===== config.mk =====
export PLATFORM = sky130hd
export DESIGN_NAME = pdb_duty_update
export DESIGN_NICKNAME = d
export VERILOG_FILES = /design/src/logic/pdb_pkg.sv /design/src/logic/pdb_cnt_if.sv /design/src/logic/pdb_counter.sv /design/src/logic/pdb_duty_update.sv
export VERILOG_INCLUDE_DIRS = /design/src /design/src/logic
export SDC_FILE = /design/constraint.sdc
export NUM_CORES = 1
export LEC_CHECK = 0
export BUFFER_PORTS_ARGS = -buffer_cell sky130_fd_sc_hd__buf_2
export CAP_MARGIN = 20
export CORE_MARGIN = 5
export CORE_UTILIZATION = 33
export DETAILED_ROUTE_END_ITERATION = 6
export GPL_ROUTABILITY_DRIVEN = 0
export GPL_TIMING_DRIVEN = 0
export PLACE_DENSITY = 0.52
export SLEW_MARGIN = 0
export SYNTH_ARGS = -nofsm -noshare
export SYNTH_HDL_FRONTEND = slang
export SYNTH_SLANG_ARGS = --single-unit

===== constraint.sdc =====
create_clock -name ref_clk -period 5.98 [get_ports ref_clk]
set_clock_uncertainty 0.1 [all_clocks]
set_input_delay 0.598 -clock ref_clk [delete_from_list [all_inputs] [get_ports ref_clk]]
set_output_delay 0.598 -clock ref_clk [all_outputs]
set_load 0.01 [all_outputs]

===== src/logic/pdb_params.svh =====
// Constants for the PWM duty buffer update block
`ifndef PDB_PARAMS_SVH
`define PDB_PARAMS_SVH
`define PDB_W          16
`define PDB_FREE_PRE   16'hfffe
`define PDB_FREE_TOP   16'hffff
`define PDB_ZERO       16'h0000
`define PDB_ONE        16'h0001
`define PDB_CLK_NONE   2'h0
`endif


===== src/logic/pdb_pkg.sv =====
// Types for the PWM duty buffer update block
package pdb_pkg;
	typedef enum logic [1:0] {PDB_IDLE, PDB_LOW_HELD, PDB_ARMED} pdb_wr_state_t;
	typedef enum logic {PDB_UP, PDB_DOWN} pdb_dir_t;
endpackage : pdb_pkg


===== src/logic/pdb_cnt_if.sv =====
// Counter state shared between the counter and the update logic
`timescale 1ns/1ps
interface pdb_cnt_if;
	logic [15:0] count;
	logic        step;
	logic        at_top_step;
	logic        period_start;
	pdb_pkg::pdb_dir_t dir;
	modport cnt (output count, step, at_top_step, period_start, dir);
	modport usr (input count, step, at_top_step, period_start, dir);
endinterface : pdb_cnt_if


===== src/logic/pdb_counter.sv =====
// Timer counter: up or up/down against the modulo limit
`timescale 1ns/1ps
`include "pdb_params.svh"
module pdb_counter (
	input  wire logic        ref_clk,
	input  wire logic        srst,
	input  wire logic        clk_en,
	input  wire logic        tick,
	input  wire logic        center_mode,
	input  wire logic [15:0] modulo,
	pdb_cnt_if.cnt           cif
);
	logic [15:0] count_reg;
	logic        down_reg;
	logic        free_run;
	logic [15:0] top;
	assign free_run = (modulo == `PDB_ZERO) || (modulo == `PDB_FREE_TOP);
	assign top      = free_run ? `PDB_FREE_TOP : modulo;
	assign cif.count = count_reg;
	assign cif.step  = tick;
	assign cif.dir   = down_reg ? pdb_pkg::PDB_DOWN : pdb_pkg::PDB_UP;
	// Update point is the up-step into the top value
	assign cif.at_top_step = tick && !down_reg && (count_reg == top - `PDB_ONE);
	assign cif.period_start = tick && (center_mode ? (down_reg && count_reg == `PDB_ONE)
		: (count_reg == top));

	always_ff @(posedge ref_clk) begin
		if (srst) begin
			count_reg <= `PDB_ZERO;
			down_reg  <= 1'b0;
		end else if (clk_en && tick) begin
			if (center_mode) begin
				if (!down_reg && count_reg >= top - `PDB_ONE) begin
					count_reg <= top;
					down_reg  <= 1'b1;
				end else if (down_reg && count_reg <= `PDB_ONE) begin
					count_reg <= `PDB_ZERO;
					down_reg  <= 1'b0;
				end else if (down_reg)
					count_reg <= count_reg - `PDB_ONE;
				else
					count_reg <= count_reg + `PDB_ONE;
			end else begin
				down_reg  <= 1'b0;
				count_reg <= (count_reg >= top) ? `PDB_ZERO : count_reg + `PDB_ONE;
			end
		end
	end
endmodule : pdb_counter


===== src/logic/pdb_duty_update.sv =====
// Buffered duty update for one PWM channel with two-byte write coherency
// Operation
// - Edge-aligned with a clock selected, a complete value moves to the active register on the step from modulo-1 to modulo.
// - With a free-running counter that update happens on the step from 0xfffe to 0xffff.
// - Center-aligned with a clock selected, a complete value likewise moves only at the step from modulo-1 to modulo.
// - Center-aligned, a nonzero value equal to modulo gives an output active for the whole period.
// - Center-aligned, a value of modulo-1 gives a duty just short of full, zero only when modulo is 1.
// - Center-aligned, a change from zero to nonzero keeps the old pattern until a new period begins.
// - Center-aligned, a change from nonzero to zero finishes the current period with the old duty.
// - In background debug, a status/control write clears a half-written modulo value.
// - Any status/control write discards a half-written channel value.
`timescale 1ns/1ps
`include "pdb_params.svh"
module pdb_duty_update (
	input  wire logic        ref_clk,
	input  wire logic        srst,
	input  wire logic        clk_en,
	input  wire logic        tick,
	input  wire logic [1:0]  counter_clock_source_select,
	input  wire logic        center_mode,
	input  wire logic        background_debug_mode,
	input  wire logic        timer_status_control_wr,
	input  wire logic        value_wr_lo,
	input  wire logic        value_wr_hi,
	input  wire logic        modulo_wr_lo,
	input  wire logic        modulo_wr_hi,
	input  wire logic [7:0]  wr_data,
	output logic      [15:0] channel_compare_value,
	output logic      [15:0] counter_modulo_limit,
	output logic      [15:0] count,
	output logic             pwm_out,
	output logic             value_pending,
	output logic             modulo_pending
);
	////////////////////////////////////////////////////////////////////
	pdb_cnt_if cif ();
	logic clk_on;
	logic eff_tick;
	assign clk_on   = counter_clock_source_select != `PDB_CLK_NONE;
	// Counting is suspended in background debug
	assign eff_tick = tick && clk_on && !background_debug_mode;
	assign count    = cif.count;

	pdb_counter u_cnt (
		.ref_clk     (ref_clk),
		.srst        (srst),
		.clk_en      (clk_en),
		.tick        (eff_tick),
		.center_mode (center_mode),
		.modulo      (counter_modulo_limit),
		.cif         (cif)
	);

	////////////////////////////////////////////////////////////////////
	// Channel value write buffer
	pdb_pkg::pdb_wr_state_t wr_state_reg;
	logic [7:0]  lo_byte_reg;
	logic [15:0] buf_reg;
	logic        take_now;
	assign take_now = (wr_state_reg == pdb_pkg::PDB_ARMED) && (!clk_on || cif.at_top_step);
	assign value_pending = wr_state_reg != pdb_pkg::PDB_IDLE;

	always_ff @(posedge ref_clk) begin
		if (srst) begin
			wr_state_reg <= pdb_pkg::PDB_IDLE;
			lo_byte_reg  <= 8'h00;
			buf_reg      <= `PDB_ZERO;
		end else if (clk_en) begin
			if (timer_status_control_wr)
				wr_state_reg <= pdb_pkg::PDB_IDLE;
			else if (value_wr_hi && wr_state_reg == pdb_pkg::PDB_LOW_HELD) begin
				buf_reg      <= {wr_data, lo_byte_reg};
				wr_state_reg <= pdb_pkg::PDB_ARMED;
			end else if (value_wr_lo) begin
				lo_byte_reg  <= wr_data;
				wr_state_reg <= pdb_pkg::PDB_LOW_HELD;
			end else if (take_now)
				wr_state_reg <= pdb_pkg::PDB_IDLE;
		end
	end

	always_ff @(posedge ref_clk) begin
		if (srst)
			channel_compare_value <= `PDB_ZERO;
		else if (clk_en && take_now && !timer_status_control_wr)
			channel_compare_value <= buf_reg;
	end

	////////////////////////////////////////////////////////////////////
	// Modulo write coherency
	logic [7:0] mod_lo_reg;
	logic       mod_half_reg;
	assign modulo_pending = mod_half_reg;
	always_ff @(posedge ref_clk) begin
		if (srst) begin
			mod_lo_reg           <= 8'h00;
			mod_half_reg         <= 1'b0;
			counter_modulo_limit <= `PDB_ZERO;
		end else if (clk_en) begin
			if (timer_status_control_wr && background_debug_mode)
				mod_half_reg <= 1'b0;
			else if (modulo_wr_hi && mod_half_reg) begin
				counter_modulo_limit <= {wr_data, mod_lo_reg};
				mod_half_reg         <= 1'b0;
			end else if (modulo_wr_lo) begin
				mod_lo_reg   <= wr_data;
				mod_half_reg <= 1'b1;
			end
		end
	end

	////////////////////////////////////////////////////////////////////
	// Output: with a clock selected the active value only changes at the top step, so zero edges
	// land between periods and the old duty always completes.
	logic pwm_reg;
	assign pwm_out = pwm_reg;
	always_ff @(posedge ref_clk) begin
		if (srst)
			pwm_reg <= 1'b0;
		else if (clk_en && eff_tick) begin
			if (center_mode) begin
				if (channel_compare_value == `PDB_ZERO)
					pwm_reg <= 1'b0;
				else if (channel_compare_value >= counter_modulo_limit)
					pwm_reg <= 1'b1;
				else if (cif.dir == pdb_pkg::PDB_DOWN && cif.count - `PDB_ONE == channel_compare_value)
					pwm_reg <= 1'b1;
				else if (cif.dir == pdb_pkg::PDB_UP && cif.count + `PDB_ONE == channel_compare_value)
					pwm_reg <= 1'b0;
			end else if (cif.period_start)
				pwm_reg <= channel_compare_value != `PDB_ZERO;
			else if (cif.count + `PDB_ONE == channel_compare_value)
				pwm_reg <= 1'b0;
		end
	end
endmodule : pdb_duty_update


-- Word-level counts from Yosys, hierarchy flattened
Index checks and enable logic that the tools add are counted.
- register bits: 85
- bits of input ports: 21
- output and inout port bits: 51
- add/subtract/negate cells: 3
- $lt $le $gt $ge: 4
- equal/unequal tests: 10
- muxes and demuxes: 25
- bitwise gates (word level): 5
- reductions and logical operators: 39
- operators with widths (cell ; number):
    $mux 16 ; 6
    $eq 16x16->1 ; 4
    $ge 16x16->1 ; 3
    $logic_not 16->1 ; 2
    $sub 16x1->16 const B ; 2
    $logic_and 1x1->1 ; 17
    $add 16x1->16 const B ; 1
    $eq 16x1->1 const B ; 1
    $eq 16x16->1 const B ; 1
    $le 16x1->1 const B ; 1
    $reduce_bool 16->1 ; 1
    $mux 1 ; 15
    $reduce_and 3->1 ; 3
    $mux 2 ; 4
    $reduce_and 4->1 ; 2
    $reduce_and 2->1 ; 3
    $reduce_bool 3->1 ; 2
    $ne 5x1->1 const B ; 1
    $not 1->1 ; 5
    $logic_not 1->1 ; 4
    $reduce_bool 2->1 ; 2
    $reduce_bool 4->1 ; 1
    $ne 3x1->1 const B ; 1
    $eq 2x1->1 const B ; 1
    other kinds (2) ; 3

-- Depth between registers and ports, before layout
Gate-level depths: netlist of run 1.
- word-level depth: 12
- gate-level depth with buffers: 22
- mapped depth without buffers: 19

-- Modules after synthesis
Synthesis of run 1 repeated with hierarchy kept, for this count alone.
- cells, all modules: 902
- area, all modules: 6870.3 um^2
- modules (own cells, without submodules) (module ; times used ; cells an instance ; area each (um^2) ; seq. area each (um^2)):
    pdb_duty_update ; 1 ; 487 ; 3886.2 ; 1361.3
    pdb_counter ; 1 ; 415 ; 2984.1 ; 340.3

-- Least setup slack after synthesis of run 1
OpenSTA, ideal clock, no wires.
- kind: register -> register
- from: register counter_modulo_limit[5]
- to: register channel_compare_value[10]
- library setup time: 0.128 ns
- data arrival time: 5.078 ns
- path slack: 0.675 ns
- stages on the path, launching flop included: 23
- path through: dfxtp_1 -> clkbuf_1 -> or3_1 -> nor4_4 -> a21o_1 -> clkbuf_1 -> nor2_1 -> ha_1 -> nand3_1 -> or3_1 -> nor4_1 -> and3_1 -> nor3_1 -> ha_1 -> nand4_1 -> nor4_1 -> a31oi_1 -> nor3b_1 -> and2_1 -> clkbuf_1 -> clkbuf_1 -> mux2i_1 -> nor2_1
- cells in the longest elaborated chain, start to end: 10
- elaborated cells between the ends (all ways): 11
- classes of those cells: 1 x add/sub; 2 x eq/ne; 1 x mux; 7 x reduce/logical
- ends and longest elaborated chain (what ; RTL line ; text):
    start: declaration ; pdb_duty_update.sv:29 ; output logic [15:0] counter_modulo_limit,
    start signal: assignment ; pdb_duty_update.sv:98 ; counter_modulo_limit <= `PDB_ZERO;
    start signal: assignment ; pdb_duty_update.sv:103 ; counter_modulo_limit <= {wr_data, mod_lo_reg};
    $eq 16x16->1 (no line) or $logic_not 16->1 (tied branches) ; -- ;
    $logic_or 1x1->1 ; pdb_counter.sv:17 ; assign free_run = (modulo == `PDB_ZERO) || (modulo == `PDB_FREE_TOP);
    $mux 16 * ; pdb_counter.sv:18 ; assign top = free_run ? `PDB_FREE_TOP : modulo;
    $sub 16x1->16 (no line) * ; -- ;
    $eq 16x16->1 (no line) * ; -- ;
    $logic_and 1x1->1 * ; pdb_counter.sv:23 ; assign cif.at_top_step = tick && !down_reg && (count_reg == top - `PDB_ONE);
    $logic_or 1x1->1 * ; pdb_duty_update.sv:60 ; assign take_now = (wr_state_reg == pdb_pkg::PDB_ARMED) && (!clk_on || cif.at_top_step);
    $logic_and 1x1->1 * ; pdb_duty_update.sv:60 ;
    $logic_and 1x1->1 * (2 in series) ; pdb_duty_update.sv:85 ; else if (clk_en && take_now && !timer_status_control_wr)
    end signal: assignment ; pdb_duty_update.sv:84 ; channel_compare_value <= `PDB_ZERO;
    end signal: assignment ; pdb_duty_update.sv:86 ; channel_compare_value <= buf_reg;
    end: declaration ; pdb_duty_update.sv:28 ; output logic [15:0] channel_compare_value,
Every way passes the cells marked *; elsewhere a longest branch is shown, timed or not.
A chain may end at the register's enable or synchronous reset.

-- Worst setup path in the final report of run 1
- from: register counter_modulo_limit[3]
- to: register u_cnt.count_reg[5], in the netlist u_cnt.cif.count[5]
- cells in the longest elaborated chain, start to end: 8
- elaborated cells between the ends (all ways): 11
- classes of those cells: 1 x add/sub; 2 x order compare; 1 x eq/ne; 4 x mux; 3 x reduce/logical
- ends and longest elaborated chain (what ; RTL line ; text):
    $eq 16x16->1 (no line) or $logic_not 16->1 (tied branches) ; -- ;
    $logic_or 1x1->1 ; pdb_counter.sv:17 ;
    $mux 16 * ; pdb_counter.sv:18 ;
    $sub 16x1->16 (no line) ; -- ;
    $ge 16x16->1 (no line) ; -- ;
    $logic_and 1x1->1 (no line) ; -- ;
    $mux 16 ; pdb_counter.sv:33 ; if (!down_reg && count_reg >= top - `PDB_ONE) begin
    $mux 16 * ; pdb_counter.sv:32 ; if (center_mode) begin
    end signal: assignment ; pdb_counter.sv:34 ; count_reg <= top;
    end signal: assignment ; pdb_counter.sv:37 ; count_reg <= `PDB_ZERO;
    end signal: assignment ; pdb_counter.sv:40 ; count_reg <= count_reg - `PDB_ONE;
    end: declaration ; pdb_counter.sv:13 ; logic [15:0] count_reg;
Marked as above.

==> results of run 1 <==
==> routing by layer <==
| metal | wire length (um) | track usage | vias to the layer above |
|---|---|---|---|
| met5 | 0 | 0 | - |
| met2 | 11900 | 0.348 | 264 |
| li1 | - | - | 3346 |
| met3 | 1730 | 0.0349 | 52 |
| met4 | 727 | 0.0758 | 0 |
| met1 | 11100 | 0.288 | 3267 |
==> timing repair <==
item,in CTS,in global routing
pin swaps,0,1
endpoints found under the setup margin,34,23
gates resized for setup,11,8
buffers inserted,0,3
==> worst max-delay path: cells and delay by family, from the launching register on <==
family | cells | cell delay [ns]
AOI/OAI and AO/OA | 5 | 1.80
adders and majority gates | 2 | 0.42
buffers and inverters | 2 | 0.46
DFF | 1 | 0.32
and+or+nand+nor | 10 | 2.44
==> cell families after synthesis <==
group | after synthesis | synth area share
xor gates and xnor gates | 65 | 0.0858
muxes | 41 | 0.0626
AOI/OAI and AO/OA | 194 | 0.187
adders and majority gates | 48 | 0.0890
and+or+nand+nor | 365 | 0.266
DFF | 85 | 0.256
buffers and inverters | 90 | 0.0528
==> cells in the final DEF (no fill, tap or decap), drive strengths merged, types with 7 or more instances in the layout <==
| master | instances |
|---|---|
| a211oi | 16 |
| a21oi | 67 |
| a31oi | 12 |
| and3 | 9 |
| buf | 80 |
| clkbuf | 59 |
| dfxtp | 85 |
| ha | 44 |
| inv | 30 |
| mux2i | 37 |
| nand2 | 108 |
| nand2b | 12 |
| nand3 | 25 |
| nand4 | 18 |
| nor2 | 104 |
| nor3 | 20 |
| nor4 | 19 |
| o21ai | 31 |
| o22ai | 7 |
| o31ai | 11 |
| or3 | 9 |
| xnor2 | 44 |
| xor2 | 21 |
==> worst paths after layout <==
| kind | end | slack (ns) | depth (start not counted) |
|---|---|---|---|
| worst max register to register | u_cnt.cif.count[5] | 0.31 | 19 |
| worst max-delay path | u_cnt.cif.count[5] | 0.31 | 19 |
| worst min-delay path | counter_modulo_limit[1] | 0.35 | 2 |
| worst min register to register | counter_modulo_limit[1] | 0.35 | 2 |
==> per-stage QoR <==
stage | hold slack, ns | TNS [ns] | power, mW
global route | 0.371 | 0 | 1.39
finish | 0.350 | 0 | 1.34
floorplan | 0.331 | 0 | 0.708
CTS | 0.354 | 0 | 1.35
global placement | 0.341 | -25.97 | 0.766
detailed placement | 0.344 | -26.87 | 0.767
==> final cells by class <==
cell class,instances,area (um2)
plain buffers,58,240
fillers,2201,12000
multi-input cells,713,4630
inverters,28,105
clock inverters,7,78.8
flip-flops and latches,85,1700
repair buffers,72,368
clock buffers,9,225
well taps,265,332
==> power by group <==
group,internal (mW),switching (mW),total [mW]
clock,0.296,0.289,0.585
sequential,0.573,0.00672,0.580
combinational,0.0612,0.115,0.176
total,0.930,0.411,1.34
==> results.toml, run 1 <==
[grt]
grt_usage = 0.214
antenna_found_initial = 0
grt_pass1_vias = 6709
grt_pass1_wl_um = 39200
grt_max_degree = 19
grt_overflow = 0

[synthesis]
synth.most_common_cell = "nand2_1"
synth.distinct_cells = 64
ys_seq_elements = 85
yosysSeqAreaShare = 0.256
synth_warnings = 0
synthArstFlopShare = 0
syn_area_mm2 = 0.00664
avgSynthCellArea_um2 = 7.47
yosys.area.top_type = "dfxtp_1"
synth_ff_type = "dfxtp_1"
yosys.area.top_type_share = 0.256
syn_nets = 953
synth_cells = 888
synth_edf_count = 0
post_synth_main_area_contributors = "dfxtp_1 26%, ha_1 8.3%, nand2_1 6.1%"
synth_common_cells = "108 x nand2_1, 104 x nor2_1, 85 x dfxtp_1"

[routing]
viasPerCell = 5.60
drtAntennaViolNets = 0
first_pass_iters = 7
wl_per_cell_um = 20.6
drc = 0
drt_iter0_drc = 644
vias = 6929
wl_um = 25500

[timing]
max_freq_mhz = 177
slew_violations = 0
fin_crit_sh = 0.947
hold_viol_final = 0
slew_headroom = 0.364
fin_ws_ns = 0.314
min_period_ns = 5.67
rsz0062_at_grt = "no"
tightestPinTransition_ns = 0.953
setup-violations-final = 0

[critical_path]
crit_top_cell = "nor4_4"
cp-start-kind = "flip-flop"
arrival_ns = 5.82
cp_max_fo = 10
crit_slowest_cell = "a31oi_1"
cpPeakStageDelay_ns = 0.68
cp-startpoint = "counter_modulo_limit[3]"
required_ns = 6.13
path_cells = "buf_6 > or4_4 > nor4_4 > a21o_2 > buf_2 > nor2_2 > ha_1 > nand3_1 > or3_1 > nor4_4 > and3_1 > nor3_1 > ha_1 > nand4_1 > nor4_4 > o31ai_1 > a31oi_1 > a311oi_1 > a221o_1"
end_kind = "flip-flop"
reg2reg_from = "counter_modulo_limit[3]"
critPathKind = "reg -> reg"

[cts]
ctsHoldBuffers = 0
clkLatencyLatePin_ns = 0.36
cts.clk_slew.worst_paths_ns = 0.08
clk_path_buf_depth = 2
cts-buffers-inserted = 9
cts_sinks = 85
clock-root-buffer = "clkbuf_16"
cts_tree = "yes"
h-tree-depth = 3

[placement]
port_buffers = 69
pre_cts_slack_ns = -1.19
hpwl_um = 19800
placed_cells = 1222
dpl_cell_area_mm2 = 0.00731

[pwr]
powerDensity_mw_per_mm2 = 175
p_leak_nw = 3.04
peakVddDrop_mv = 0.128

[run_status]
status = "completed"

[finish]
final_cell_area_mm2 = 0.00768
drive_gt1_frac = 0.123
finalNetCount = 1032
num_antenna_cells = 0
areaGrowthSynthToFinish_pct = 15.7
stdcell_count = 1237
utilization = 0.391

[floorplanning]
io_pins = 72
dieArea_mm2 = 0.0231
initial_core_util = 0.338
core-area_mm2 = 0.0197
die_w_um = 152
rows = 51
die_y_um = 152

[hold_path]
min_path_type = "reg -> reg"
min-delay-start = "mod_lo_reg[1]"

[job]
drv_cap = 0
Power figures use the tool's default switching activity.
==> inputs of run 2 (changes only) <==
--- a/config.mk
+++ b/config.mk
@@ -17,4 +17,5 @@
 export SLEW_MARGIN = 0
 export SYNTH_ARGS = -nofsm -noshare
 export SYNTH_HDL_FRONTEND = slang
+export SYNTH_HIERARCHICAL = 1
 export SYNTH_SLANG_ARGS = --single-unit
==> results.toml, run 2 <==
[cts]
cts-buffers-inserted = 9
clock-root-buffer = "clkbuf_16"
cts_sinks = 85
h-tree-depth = 3
cts_tree = "yes"
cts_setup_buffers = 0
clkLatencyLatePin_ns = 0.36
clk_path_buf_depth = 2
cts.clk_slew.worst_paths_ns = 0.08
ctsHoldBuffers = 0

[timing]
hold_viol_final = 0
setup-violations-final = 0
rsz0062_at_grt = "no"
tightestPinTransition_ns = 0.858
slew_violations = 0
slew_headroom = 0.426
fin_ws_ns = 0.422
max_freq_mhz = 180
min_period_ns = 5.56
fin_crit_sh = 0.929

[routing]
viasPerCell = 5.60
wl_um = 24800
wl_per_cell_um = 19.7
first_pass_iters = 5
drt_iter0_drc = 534
drc = 0
vias = 7042
drtAntennaViolNets = 0

[grt]
grtUsageMet3 = 0.0321
grtUsageMet2 = 0.327
grt_busiest_layer = "met2"
grt_pass1_wl_um = 38600
grt_overflow = 0
grt_max_degree = 17
antenna_found_initial = 0
grtUsageMet1 = 0.285
grt_usage = 0.204
grt_pass1_vias = 6721

[pwr]
total_power_mw = 1.37
peakVddDrop_mv = 0.140
p_leak_nw = 3.31
powerDensity_mw_per_mm2 = 173

[synthesis]
syn_area_mm2 = 0.00686
synth_warnings = 6
synth_cells = 901
syn_nets = 969
avgSynthCellArea_um2 = 7.62

[floorplanning]
die_w_um = 154
initial_core_util = 0.337
dieArea_mm2 = 0.0238
die_y_um = 154
io_pins = 72
core-area_mm2 = 0.0204
rows = 52

[finish]
finalNetCount = 1050
num_antenna_cells = 0
layout_commonest_cell = "nand2_1"
final_cell_mix = "116 x nand2_1, 92 x nor2_1, 85 x buf_2"
drive_gt1_frac = 0.153
areaGrowthSynthToFinish_pct = 15.4
stdcell_count = 1257
utilization = 0.389
fillers = 2168

[placement]
placed_cells = 1241
pre_cts_slack_ns = -0.417
hpwl_um = 18900
port_buffers = 70

[critical_path]
cp_max_fo = 10
arrival_ns = 5.70
required_ns = 6.12
cp-start-kind = "flip-flop"
end_kind = "flip-flop"
critPathKind = "reg -> reg"

[run_status]
status = "completed"

[job]
drv_cap = 0

[hold_path]
min_path_type = "reg -> reg"
[run 2: repair_timing]
item | in CTS | in global routing
endpoints found under the setup margin | 31 | 34
pin swaps | 0 | 1
gates cloned | 0 | 0
resized for setup | 10 | 8
[run 2: final cells by class]
class	instances	area (um2)	share of cell area
Multi-Input combinational cell	724	4820	0.608
Inverter	33	124	0.0156
Buffer	59	287	0.0362
Sequential cell	85	1700	0.215
Timing Repair Buffer	70	350	0.0442
Tap cell	270	338	0.0426
Clock buffer	9	225	0.0284
Clock inverter	7	80.1	0.0101
[run 2: worst max-delay path: stages, from the launching register on]
cell and delay [ns]:
dfxtp_1 0.43, clkbuf_4 0.26, nor4_1 0.09, and3_1 0.23, a21o_1 0.24, buf_2 0.22
nor2_2 0.16, ha_1 0.20, nor3b_2 0.23, nand2_1 0.10, or2_2 0.34, nor4b_4 0.27
nand3b_1 0.18, nor4_2 0.21, xor2_1 0.10, ha_1 0.32, nand4_1 0.20, nor4_2 0.23
o31ai_1 0.21, a31oi_4 0.35, clkbuf_2 0.36, o31ai_1 0.14, a32oi_1 0.18, nand2_1 0.07
[run 2: power breakdown]
part           switching (mW)  total (mW)  internal, mW
Clock                   0.269       0.600         0.331
Combinational           0.118       0.185        0.0673
Sequential             0.0109       0.585         0.574
[run 2: final timing paths]
kind | from | slack [ns] | end | cells after the start
max | counter_modulo_limit[8] | 0.42 | u_cnt/cif.count[7] | 23
max reg2reg | counter_modulo_limit[8] | 0.42 | u_cnt/cif.count[7] | 23
min reg2reg | mod_lo_reg[5] | 0.34 | counter_modulo_limit[5] | 2
min | mod_lo_reg[5] | 0.34 | counter_modulo_limit[5] | 2
[run 2: through the flow]
step           hold WS, ns  TNS, ns  cell area [um2]
6_report             0.337        0             7920
4_1_cts              0.344        0             7880
5_1_grt              0.368        0             7920
3_5_place_dp         0.345    -7.68             7550
3_3_place_gp         0.341    -6.93             7550
2_1_floorplan        0.331        0             6860
[run 2: metal layers]
layer | part of all wire | vias up
li1 | - | 3431
met1 | 0.46 | 3317
met2 | 0.46 | 265
met3 | 0.061 | 29
met4 | 0.019 | 0
met5 | 0 | -
